### config.mk
export PLATFORM = sky130hd
export DESIGN_NAME = cis_core
export DESIGN_NICKNAME = d
export VERILOG_FILES = /design/src/hdl/cis_alu.v /design/src/hdl/cis_core.v
export VERILOG_INCLUDE_DIRS = /design/src /design/src/hdl
export SDC_FILE = /design/constraint.sdc
export NUM_CORES = 2
export LEC_CHECK = 0
export BUFFER_PORTS_ARGS = -buffer_cell sky130_fd_sc_hd__buf_4
export CORE_ASPECT_RATIO = 1.75
export CORE_UTILIZATION = 55
export DETAILED_ROUTE_END_ITERATION = 7
export GPL_TIMING_DRIVEN = 0
export PLACE_DENSITY = 0.71
export SLEW_MARGIN = 20
export SYNTH_ARGS = -nofsm -noshare
export SYNTH_HDL_FRONTEND = slang
export SYNTH_SLANG_ARGS = --single-unit
### constraint.sdc
create_clock -name CLK -period 3.8 [get_ports CLK]
set_clock_uncertainty 0.05 [all_clocks]
set_input_delay 0.76 -clock CLK [delete_from_list [all_inputs] [get_ports CLK]]
set_output_delay 0.76 -clock CLK [all_outputs]
set_load 0.005 [all_outputs]
### src/hdl/cis_map.vh
// Encodings, field positions, reset values and widths of the core subset.
//----------------------------------------------------------------------
// Operation
// - Add-literal adds immediate to work, sets flags
// - Add-literal opcode 11111x, low eight bits immediate
// - Four quarter phases: decode, read, process, write
// - Add-register opcode 0111 adds work plus file
// - Destination bit picks work or file register
// - Branch loads eleven-bit immediate into PC low
// - Branch PC high from latch bits 4:3
// - Branch takes two cycles, second is idle
// - Increment opcode 1010, destination bit, zero only
// - Bias select cleared means external ladder bias
//----------------------------------------------------------------------
`ifndef CIS_MAP_VH
`define CIS_MAP_VH

`define CIS_OP_ALW_HI   13
`define CIS_OP_ALW_LO   9
`define CIS_OP_ALW_VAL  5'h1F
`define CIS_OP_FLD_HI   13
`define CIS_OP_FLD_LO   8
`define CIS_OP_AWF_VAL  6'h07
`define CIS_OP_INC_VAL  6'h0A
`define CIS_OP_BR_HI    13
`define CIS_OP_BR_LO    11
`define CIS_OP_BR_VAL   3'h5
`define CIS_DEST_BIT    7
`define CIS_FADDR_HI    6
`define CIS_LIT_HI      7
`define CIS_BR_LIT_HI   10
`define CIS_PCLH_HI     4
`define CIS_PCLH_LO     3
`define CIS_LCD_BIAS_BIT 4
`define CIS_W_RST       8'h00
`define CIS_PC_RST      13'h0000
`define CIS_LCD_RST     8'h00
`define CIS_FILE_RST    8'h00

`endif

### src/hdl/cis_alu.v
// Eight-bit adder producing sum, carry, digit carry and zero.
`timescale 1ns/1ps
module cis_alu (
   input  wire [7:0] a,
   input  wire [7:0] b,
   output wire [7:0] sum,
   output wire       carry,
   output wire       digit_carry_flag,
   output wire       zero
);
   wire [8:0] full;
   wire [4:0] low;

   // Sum wraps modulo 256; the ninth bit is the carry out.
   assign full             = {1'b0, a} + {1'b0, b};
   assign low              = {1'b0, a[3:0]} + {1'b0, b[3:0]};
   assign sum              = full[7:0];
   assign carry            = full[8];
   assign digit_carry_flag = low[4];
   assign zero             = (full[7:0] == 8'h00);
endmodule // cis_alu

### src/hdl/cis_core.v
// Decoder and executor for a four-instruction subset of an 8-bit core.
`timescale 1ns/1ps
`include "cis_map.vh"
module cis_core #(
   parameter FILE_DEPTH = 128
) (
   input  wire        CLK,
   input  wire        RST_N,
   input  wire [13:0] INSTR,
   input  wire [7:0]  PC_LATCH_HIGH,
   input  wire        LCD_BIAS_SOURCE_SELECT,
   output wire [12:0] PC,
   output wire [1:0]  PHASE,
   output wire        INSTR_FETCH,
   output wire [7:0]  WORK,
   output wire        CARRY,
   output wire        DIGIT_CARRY_FLAG,
   output wire        ZERO,
   output wire        BRANCH_BUSY,
   output wire        BIAS_PUMP_EN,
   output wire        BIAS_LADDER_EN,
   output wire [6:0]  FILE_ADDR,
   output wire [7:0]  FILE_DATA
);
   //-------------------------------------------------------------------
   // Quarter phase codes
   //-------------------------------------------------------------------
   // Binary codes; the phase counter simply steps through them in order.
   localparam [1:0] PH_DECODE  = 2'h0;
   localparam [1:0] PH_READ    = 2'h1;
   localparam [1:0] PH_PROCESS = 2'h2;
   localparam [1:0] PH_WRITE   = 2'h3;

   //-------------------------------------------------------------------
   // Quarter phases and instruction register
   //-------------------------------------------------------------------
   reg  [1:0]  phase_q;
   reg  [13:0] ir_q;
   reg  [7:0]  opnd_q;
   reg  [7:0]  res_q;
   reg         c_res_q;
   reg         dgc_res_q;
   reg         z_res_q;
   reg         nop_q;
   reg  [12:0] pc_q;
   reg  [7:0]  w_q;
   reg         c_q;
   reg         dgc_q;
   reg         z_q;
   wire [7:0]  file_rd [0:FILE_DEPTH-1];
   wire        file_we;
   genvar      gi;

   wire        is_alw;
   wire        is_awf;
   wire        is_inc;
   wire        is_br;
   wire        dest;
   wire [6:0]  faddr;
   wire [7:0]  alu_b;
   wire [7:0]  alu_a;
   wire [7:0]  sum;
   wire        alu_c;
   wire        alu_dgc;
   wire        alu_z;

   // Phase counter runs free; a phase wrap marks one instruction cycle.
   always @(posedge CLK or negedge RST_N) begin
      if (!RST_N) begin
         phase_q <= 2'h0;
      end else begin
         phase_q <= phase_q + 2'h1;
      end
   end

   //-------------------------------------------------------------------
   // Opcode decode
   //-------------------------------------------------------------------
   // Decode from the latched word, so INSTR may change after Q1.
   assign is_alw = (ir_q[`CIS_OP_ALW_HI:`CIS_OP_ALW_LO]
                    == `CIS_OP_ALW_VAL);
   assign is_awf = (ir_q[`CIS_OP_FLD_HI:`CIS_OP_FLD_LO]
                    == `CIS_OP_AWF_VAL);
   assign is_inc = (ir_q[`CIS_OP_FLD_HI:`CIS_OP_FLD_LO]
                    == `CIS_OP_INC_VAL);
   assign is_br  = (ir_q[`CIS_OP_BR_HI:`CIS_OP_BR_LO]
                    == `CIS_OP_BR_VAL);
   assign dest   = ir_q[`CIS_DEST_BIT];
   assign faddr  = ir_q[`CIS_FADDR_HI:0];

   //-------------------------------------------------------------------
   // Arithmetic
   //-------------------------------------------------------------------
   // Increment reuses the adder with a constant one on the second input.
   assign alu_a = is_alw ? ir_q[`CIS_LIT_HI:0] : opnd_q;
   assign alu_b = is_inc ? 8'h01 : w_q;

   cis_alu u_alu (
      .a                (alu_a),
      .b                (alu_b),
      .sum              (sum),
      .carry            (alu_c),
      .digit_carry_flag (alu_dgc),
      .zero             (alu_z)
   );

   //-------------------------------------------------------------------
   // Execution pipeline across Q1..Q4
   //-------------------------------------------------------------------
   // Q1 latches the word, Q2 reads the operand, Q3 computes, Q4 writes.
   // Results are staged so that destination, flags and program counter
   // all change on one edge; no result becomes visible before Q4.
   always @(posedge CLK or negedge RST_N) begin
      if (!RST_N) begin
         ir_q      <= 14'h0000;
         opnd_q    <= 8'h00;
         res_q     <= 8'h00;
         c_res_q   <= 1'b0;
         dgc_res_q <= 1'b0;
         z_res_q   <= 1'b0;
         nop_q     <= 1'b1;
         pc_q      <= `CIS_PC_RST;
         w_q       <= `CIS_W_RST;
         c_q       <= 1'b0;
         dgc_q     <= 1'b0;
         z_q       <= 1'b0;
      end else begin
         case (phase_q)
            PH_DECODE: begin
               // Decode; the slot after a branch stays idle.
               if (!nop_q) begin
                  ir_q <= INSTR;
               end else begin
                  ir_q <= 14'h0000;
               end
            end
            PH_READ: begin
               // An idle slot leaves the operand latch alone.
               if (!nop_q) begin
                  opnd_q <= file_rd[faddr];
               end
            end
            PH_PROCESS: begin
               if (!nop_q) begin
                  res_q     <= sum;
                  c_res_q   <= alu_c;
                  dgc_res_q <= alu_dgc;
                  z_res_q   <= alu_z;
               end
            end
            PH_WRITE: begin
               nop_q <= 1'b0;
               if (nop_q) begin
                  pc_q <= pc_q;
               end else if (is_br) begin
                  // Flags untouched; the fetched next word is flushed.
                  pc_q  <= {PC_LATCH_HIGH[`CIS_PCLH_HI:`CIS_PCLH_LO],
                            ir_q[`CIS_BR_LIT_HI:0]};
                  nop_q <= 1'b1;
               end else begin
                  // Unknown words fall through here and only advance PC.
                  pc_q <= pc_q + 13'h0001;
                  if (is_alw || is_awf) begin
                     c_q   <= c_res_q;
                     dgc_q <= dgc_res_q;
                     z_q   <= z_res_q;
                  end else if (is_inc) begin
                     // Increment leaves carry and digit carry as they were.
                     z_q <= z_res_q;
                  end
                  if (is_alw || ((is_awf || is_inc) && !dest)) begin
                     w_q <= res_q;
                  end
               end
            end
            default: begin
               nop_q <= nop_q;
            end
         endcase
      end
   end

   //-------------------------------------------------------------------
   // File registers
   //-------------------------------------------------------------------
   // Write strobe for a file destination, only in Q4 of a live slot.
   assign file_we = (phase_q == PH_WRITE) && !nop_q
                    && (is_awf || is_inc) && dest;

   // One flip-flop entry per address. Entries clear at reset: that costs
   // a reset load per entry, but every write-back then starts from a
   // known value instead of an unknown one.
   generate
      for (gi = 0; gi < FILE_DEPTH; gi = gi + 1) begin : g_file
         reg [7:0] ent_q;
         always @(posedge CLK or negedge RST_N) begin
            if (!RST_N) begin
               ent_q <= `CIS_FILE_RST;
            end else if (file_we && ({25'h0, faddr} == gi)) begin
               ent_q <= res_q;
            end
         end
         assign file_rd[gi] = ent_q;
      end
   endgenerate

   //-------------------------------------------------------------------
   // Outputs
   //-------------------------------------------------------------------
   assign PC               = pc_q;
   assign PHASE            = phase_q;
   assign INSTR_FETCH      = (phase_q == PH_DECODE);
   assign WORK             = w_q;
   assign CARRY            = c_q;
   assign DIGIT_CARRY_FLAG = dgc_q;
   assign ZERO             = z_q;
   assign BRANCH_BUSY      = nop_q;
   assign FILE_ADDR        = faddr;
   assign FILE_DATA        = opnd_q;
   // Cleared select picks the external ladder, set picks the pump.
   assign BIAS_PUMP_EN     = LCD_BIAS_SOURCE_SELECT;
   assign BIAS_LADDER_EN   = !LCD_BIAS_SOURCE_SELECT;
endmodule // cis_core

==> After elaboration in Yosys (flattened, before gate mapping) <==
Index checks and enable logic that the tools add are counted.
{ "word_totals": {"ff_bits": 1084, "in_bits": 25, "output_inout_bits": 45, "wordCells": 442} }
{ "op_classes": {"add_sub_neg": 4, "n_lt_le_gt_ge": 1, "eq_ne": 134, "n_mux": 11, "bitwise_logic": 3, "reduce_logical": 148} }
{ "ops": {"columns": ["cell", "count"], "rows": [
  ["$eq A7 B7 Y1 const B", 64],
  ["$eq A7 B6 Y1 const B", 32],
  ["$logic_and A1 B1 Y1", 132],
  ["$eq A7 B5 Y1 const B", 16],
  ["$bmux W8 S7", 1],
  ["$eq A7 B4 Y1 const B", 8],
  ["$mux W8", 4],
  ["$eq A7 B3 Y1 const B", 4],
  ["$eq A7 B2 Y1 const B", 2],
  ["$mux W14", 1],
  ["$add A13 B1 Y13 const B", 1],
  ["$mux W13", 1],
  ["$reduce_and A4 Y1", 3],
  ["$add A8 B8 Y9", 1],
  ["$ge A8 B8 Y1 const B", 1],
  ["$logic_not A8 Y1", 1],
  ["$not A7 Y8", 1],
  ["$eq A7 B1 Y1 const B", 1],
  ["$logic_not A7 Y1", 1],
  ["$eq A6 B3 Y1 const B", 1],
  ["$eq A6 B4 Y1 const B", 1],
  ["$reduce_and A2 Y1", 3],
  ["$add A4 B4 Y5", 1],
  ["$eq A5 B5 Y1 const B", 1],
  ["other kinds (10)", 19]
]} }

==> Longest topological paths before layout <==
{ "logic_depth": {"word_depth": 5, "depth_mapped": 14, "ltp_nobuf": 11} }

==> By module <==
From an unflattened synthesis, not the netlist that was laid out.
{ "hier_totals": {"hier_cells": 3406, "area_unflattened_um2": 50553.5} }
{ "by_module_without_submodules": {"columns": ["module", "n_inst", "cells_per_inst", "area_per_inst_um2", "seq_area_each_um2"], "rows": [
  ["cis_core", 1, 3364, 50211.9, 27127.3],
  ["cis_alu", 1, 42, 341.6, 0.0]
]} }

==> Worst setup path before layout <==
Ideal clock, no wire load.
{ "synth_path": {"path_kind": "reg-to-reg", "from": "reg ir_q[0]", "to": "reg res_q[6]", "setup_ns": 0.125, "arrival_ns": 3.066, "required_time_ns": 3.625, "path_slack_ns": 0.559, "path_stages_with_launch": 15, "path_buffers": 5, "period_less_slack_ns": 3.241, "cell_sequence": "dfrtp_1 -> buf_6 -> buf_6 -> buf_6 -> buf_4 -> buf_2 -> mux2_2 -> ha_1 -> fa_1 -> a21o_1 -> a21oi_1 -> nor2b_1 -> o21ai_0 -> a21oi_1 -> mux2_2"} }
{ "synth_between": {"elab_chain_cells": 2} }
{ "synth_rtl": {"columns": ["element", "line_no", "text"], "rows": [
  ["start, declared", "cis_core.v:38", "reg [13:0] ir_q;"],
  ["start signal, assigned", "cis_core.v:115", "ir_q <= 14'h0000;"],
  ["start signal, assigned", "cis_core.v:132", "ir_q <= INSTR;"],
  ["start signal, assigned", "cis_core.v:134", "ir_q <= 14'h0000;"],
  ["$mux W8", "cis_core.v:95", "assign alu_a = is_alw ? ir_q[`CIS_LIT_HI:0] : opnd_q;"],
  ["$add A8 B8 Y9", "cis_alu.v:15", "assign full = {1'b0, a} + {1'b0, b};"],
  ["end signal, assigned", "cis_core.v:145", "res_q <= sum;"],
  ["end, declared", "cis_core.v:40", "reg [7:0] res_q;"]
]} }
No other way between the ends.
A chain may end at the register's enable or synchronous reset.

==> Worst setup path in the final report <==
{ "layout_path": {"from": "reg ir_q[1]", "to": "reg opnd_q[1], in the netlist FILE_DATA[1]"} }
{ "layout_between": {"elab_chain_cells": 4} }
{ "layout_rtl": {"columns": ["element", "line_no", "text"], "rows": [
  ["$not A7 Y8 (not written as such)", "cis_core.v:140", "opnd_q <= file_rd[faddr];"],
  ["$bmux W8 S7", "cis_core.v:140", null],
  ["$mux W8 (not written as such) (2 in a row)", "cis_core.v:140", null],
  ["end signal, assigned", "cis_core.v:140", null],
  ["end, declared", "cis_core.v:39", "reg [7:0] opnd_q;"]
]} }
No other way between the ends. The select of a mux whose other input is x is not followed.

==> flow_summary.html <==
<table>
<tr><th>Metric</th><th>Value</th></tr>
<tr><th colspan="2">Logic synthesis</th></tr>
<tr><td>Cell taking the most area after synthesis</td><td>sky130_fd_sc_hd__dfrtp_1</td></tr>
<tr><td>Most common flop cell mapped by yosys</td><td>sky130_fd_sc_hd__dfrtp_1</td></tr>
<tr><td>Sequential cell area fraction in the yosys report</td><td>~54%</td></tr>
<tr><td>Average cell area after synthesis</td><td>15.2 um2</td></tr>
<tr><td>Yosys warnings</td><td>0</td></tr>
<tr><td>Number of synthesized flops with an enable pin</td><td>0</td></tr>
<tr><td>Synth Register Bits</td><td>1084</td></tr>
<tr><td>Synthesized cell area</td><td>around 51000 um2</td></tr>
<tr><td>Fraction of synthesized cell area taken by the top area cell type</td><td>between 50 and 60%</td></tr>
<tr><td>FFs w/ async S/R, synth</td><td>100%</td></tr>
<tr><td>Top cells by area, synth</td><td>sky130_fd_sc_hd__dfrtp_1 (54%), sky130_fd_sc_hd__mux2_2 (23%), sky130_fd_sc_hd__mux4_2 (9.4%), sky130_fd_sc_hd__mux2i_1 (2.4%), sky130_fd_sc_hd__nand2_2 (1.2%)</td></tr>
<tr><td>Synthesized net count</td><td>3369</td></tr>
<tr><td>Cells after synthesis</td><td>3330</td></tr>
<tr><td>Count of distinct cell types in the synthesized netlist</td><td>slightly above 60</td></tr>
<tr><th colspan="2">Placement</th></tr>
<tr><td>Final HPWL from detailed placement</td><td>131000 um</td></tr>
<tr><td>Routability congestion estimate</td><td>1.02</td></tr>
<tr><td>I/O Buffers</td><td>63</td></tr>
<tr><td>Placed Instance Area</td><td>52800 um2</td></tr>
<tr><th colspan="2">Cells and area</th></tr>
<tr><td>Count of nets after finishing</td><td>3546</td></tr>
<tr><td>Design Area, Final</td><td>between 50000 and 60000 um2</td></tr>
<tr><td>Most common cell after layout, fill and taps aside</td><td>sky130_fd_sc_hd__dfrtp_1</td></tr>
<tr><td>Share of layout cells above drive strength 1</td><td>49.0%</td></tr>
<tr><td>Post-route core utilization</td><td>approximately 62%</td></tr>
<tr><td>FILL cells</td><td>about 6.8k</td></tr>
<tr><td>Commonest cells after routing, fill and taps aside</td><td>sky130_fd_sc_hd__dfrtp_1 (1083), sky130_fd_sc_hd__mux2_2 (1033), sky130_fd_sc_hd__mux4_2 (212)</td></tr>
<tr><td>Area overhead of the layout relative to synthesis</td><td>11.9%</td></tr>
<tr><th colspan="2">Worst setup path</th></tr>
<tr><td>Register-to-Register Setup Slack</td><td>-110 ps</td></tr>
<tr><td>End of the worst register-to-register path</td><td>FILE_DATA[1]</td></tr>
<tr><td>Data required time at the worst endpoint</td><td>approximately 4300 ps</td></tr>
<tr><td>Reg-to-Reg Start</td><td>ir_q[1]</td></tr>
<tr><td>Crit path arrival time</td><td>4440 ps</td></tr>
<tr><td>Capturing element type of the critical path</td><td>flip-flop</td></tr>
<tr><td>CP Launch Type</td><td>flip-flop</td></tr>
<tr><td>Cells on worst reg2reg path</td><td>10</td></tr>
<tr><td>Worst-path fanout max</td><td>10</td></tr>
<tr><td>Worst Setup Path Type</td><td>flip-flop to flip-flop</td></tr>
<tr><th colspan="2">Routing</th></tr>
<tr><td>Detail Route Antenna Nets</td><td>0</td></tr>
<tr><td>Mean number of vias per cell</td><td>roughly 6.9</td></tr>
<tr><td>Wire length per cell after detailed routing</td><td>39.0 um</td></tr>
<tr><td>Iteration-0 DRC Markers</td><td>3523</td></tr>
<tr><td>Total DRC errors in the routed layout</td><td>0</td></tr>
<tr><td>Detailed-route via count</td><td>33.0k</td></tr>
<tr><td>Total Wirelength</td><td>186000 um</td></tr>
<tr><td>Length of the first detailed-routing pass in iterations</td><td>8</td></tr>
<tr><th colspan="2">Timing</th></tr>
<tr><td>Count of final max-slew check failures</td><td>0</td></tr>
<tr><td>Crit path setup slack, layout</td><td>-111 ps</td></tr>
<tr><td>Slew Limit Headroom</td><td>around a tenth</td></tr>
<tr><td>Final Critical Period</td><td>3910 ps</td></tr>
<tr><td>Summed negative setup slack over all endpoints</td><td>-2520 ps</td></tr>
<tr><td>Final worst path period share</td><td>103%</td></tr>
<tr><td>Transition time of the tightest slew-check pin</td><td>approximately 1400 ps</td></tr>
<tr><td>Achievable clock frequency</td><td>around 260 MHz</td></tr>
<tr><td>Unrepaired setup endpoints after global routing</td><td>false</td></tr>
<tr><td>Hold Vio Cnt, Final</td><td>0</td></tr>
<tr><td>Hold WS</td><td>46.2 ps</td></tr>
<tr><td>Final setup violation count</td><td>75</td></tr>
<tr><th colspan="2">Flow run</th></tr>
<tr><td>Max-Cap Viols</td><td>0</td></tr>
<tr><th colspan="2">Clocking</th></tr>
<tr><td>Depth of the CTS H-tree</td><td>3</td></tr>
<tr><td>Number of buffers inserted during clock tree synthesis</td><td>100</td></tr>
<tr><td>Clock input transition at the sequential cells of the worst setup and hold paths</td><td>70 ps</td></tr>
<tr><td>Clock latency on the worst-skew pair</td><td>730 ps</td></tr>
<tr><td>Maximum buffer depth of the clock tree</td><td>3</td></tr>
<tr><td>Buffer type at the clock tree root</td><td>sky130_fd_sc_hd__clkbuf_16</td></tr>
<tr><td>Clk sinks</td><td>1084</td></tr>
<tr><td>CTS tree</td><td>done</td></tr>
<tr><th colspan="2">Power and ir drop</th></tr>
<tr><td>IR Drop Worst-Case VDD</td><td>422 uV</td></tr>
<tr><td>Areal power density over the cells</td><td>roughly 490 nW/um2</td></tr>
<tr><td>Lkg Pwr</td><td>0.0276 uW</td></tr>
<tr><td>Sum of internal, switching and leakage power</td><td>27400 uW</td></tr>
<tr><th colspan="2">GRT</th></tr>
<tr><td>Antenna violations before repair</td><td>18</td></tr>
<tr><td>Number of global-route vias before repair</td><td>35.1k</td></tr>
<tr><td>Largest net degree at the start of global routing</td><td>160</td></tr>
<tr><td>GRT Resource Usage Total</td><td>41.1%</td></tr>
<tr><td>Leftover overflow at the end of global routing</td><td>0</td></tr>
<tr><td>Global-route wire length before repair</td><td>approximately 260000 um</td></tr>
<tr><th colspan="2">Floorplanning</th></tr>
<tr><td>Io pins</td><td>70</td></tr>
<tr><td>Width of the die</td><td>231 um</td></tr>
<tr><td>Rows</td><td>about 150</td></tr>
<tr><td>Die footprint</td><td>~93000 um2</td></tr>
<tr><td>Standard cell core area</td><td>90800 um2</td></tr>
<tr><td>Initial cell density of the core</td><td>55.7%</td></tr>
<tr><td>DIE HEIGHT</td><td>403 um</td></tr>
<tr><th colspan="2">Status</th></tr>
<tr><td>Failing checks</td><td>negative setup slack</td></tr>
<tr><td>Result of the run</td><td>complete, but fails checks</td></tr>
<tr><th colspan="2">Hold path</th></tr>
<tr><td>Worst hold path type</td><td>input port to asynchronous set/reset pin</td></tr>
</table>
[power by group]
part / switching [uW] / internal, uW
Combinational: 3670 / 962
Clock: 4700 / 6190
Sequential: 257 / 11700
Total: 8630 / 18800
[cell usage after synthesis, types with 17 or more instances]
master	instances
sky130_fd_sc_hd__dlygate4sd1_1	68
sky130_fd_sc_hd__nor2_1	45
sky130_fd_sc_hd__clkbuf_1	76
sky130_fd_sc_hd__a22oi_1	71
sky130_fd_sc_hd__buf_2	39
sky130_fd_sc_hd__a21oi_1	31
sky130_fd_sc_hd__dfrtp_1	1083
sky130_fd_sc_hd__nand2_2	100
sky130_fd_sc_hd__nand3_1	40
sky130_fd_sc_hd__a22o_1	18
sky130_fd_sc_hd__mux2i_1	123
sky130_fd_sc_hd__nand4_1	17
sky130_fd_sc_hd__buf_4	29
sky130_fd_sc_hd__nand2_1	52
sky130_fd_sc_hd__o21ai_0	33
sky130_fd_sc_hd__mux4_2	212
sky130_fd_sc_hd__nor2_2	25
sky130_fd_sc_hd__mux2_2	1033
[per-layer routing]
layer,wire [um],up-vias,track usage (%)
met5,158,-,0.742
met4,20100,14,37.1
met3,15400,799,10.2
met2,87100,1905,63.8
met1,63500,17500,46.8
li1,-,12700,-
[stage by stage]
| stage | worst slack, ps | cells |
|---|---|---|
| floorplan | 559 | 3330 |
| global placement | -10120 | 4577 |
| detailed placement | -702 | 4585 |
| global route | 13.7 | 4776 |
| CTS | -3.85 | 4776 |
| finish | -111 | 4780 |
[worst max-delay path, cell delays in order (launching register included)]
cell and delay (ps):
sky130_fd_sc_hd__dfrtp_1 400, sky130_fd_sc_hd__buf_4 180, sky130_fd_sc_hd__buf_2 350, sky130_fd_sc_hd__nor2_1 260, sky130_fd_sc_hd__clkbuf_2 490, sky130_fd_sc_hd__clkbuf_1 810, sky130_fd_sc_hd__a22oi_1 160, sky130_fd_sc_hd__nand4_1 180
sky130_fd_sc_hd__nand3_1 180, sky130_fd_sc_hd__nor3_1 600, sky130_fd_sc_hd__nor3_1 100
[what timing repair did]
item | CTS | global route
pin swaps | 2 | 0
gates resized for setup | 35 | 17
hold endpoints to repair | 90 | 0
setup buffers | 3 | 0
hold buffers | 1 | 0
setup endpoints to repair | 301 | 31
[cells by family after synthesis]
kind of cell	count (synthesis)	synth area share [%]
muxes	1390	35.6
AOI/OAI and AO/OA	211	2.91
adders and majority gates	14	0.362
xor gates and xnor gates	5	0.0867
DFF	1084	53.7
buffers and inverters	256	3.13
and+or+nand+nor	370	4.25
[worst max path at each step]
stage / startpoint / endpoint / slack (ps) / depth (start not counted)
after floorplan: ir_q[0] / res_q[6] / 560 / 14
after global placement: RST_N / g_file[94].ent_q[3] / -10120 / 1
after detailed placement: ir_q[3] / res_q[7] / -700 / 10
after CTS: ir_q[3] / g_file[40].ent_q[2] / -4 / 5
after global routing: ir_q[12] / res_q[6] / 10 / 12
final: ir_q[1] / FILE_DATA[1] / -110 / 10
[sequential cells by signal, summed over array words and instances, names as in the netlist]
register          flops
BRANCH_BUSY           1
CARRY                 1
DIGIT_CARRY_FLAG      1
FILE_DATA             8
PC                   13
PHASE                 2
WORK                  8
ZERO                  1
c_res_q               1
dgc_res_q             1
g_file.ent_q       1024
ir_q                 14
res_q                 8
z_res_q               1
[cell type report]
class / count / area (um2) / share of cell area [%]
well taps: 1184 / 1480 / 2.62
inverters: 18 / 67.6 / 0.120
repair buffers: 76 / 783 / 1.39
clock buffers: 145 / 2970 / 5.25
plain buffers: 237 / 1590 / 2.81
multi-input cells: 1990 / 22000 / 38.8
flip-flops and latches: 1084 / 27100 / 48.0
diodes: 4 / 10.0 / 0.0177
clock inverters: 42 / 542 / 0.959
Power figures use the tool's default switching activity.
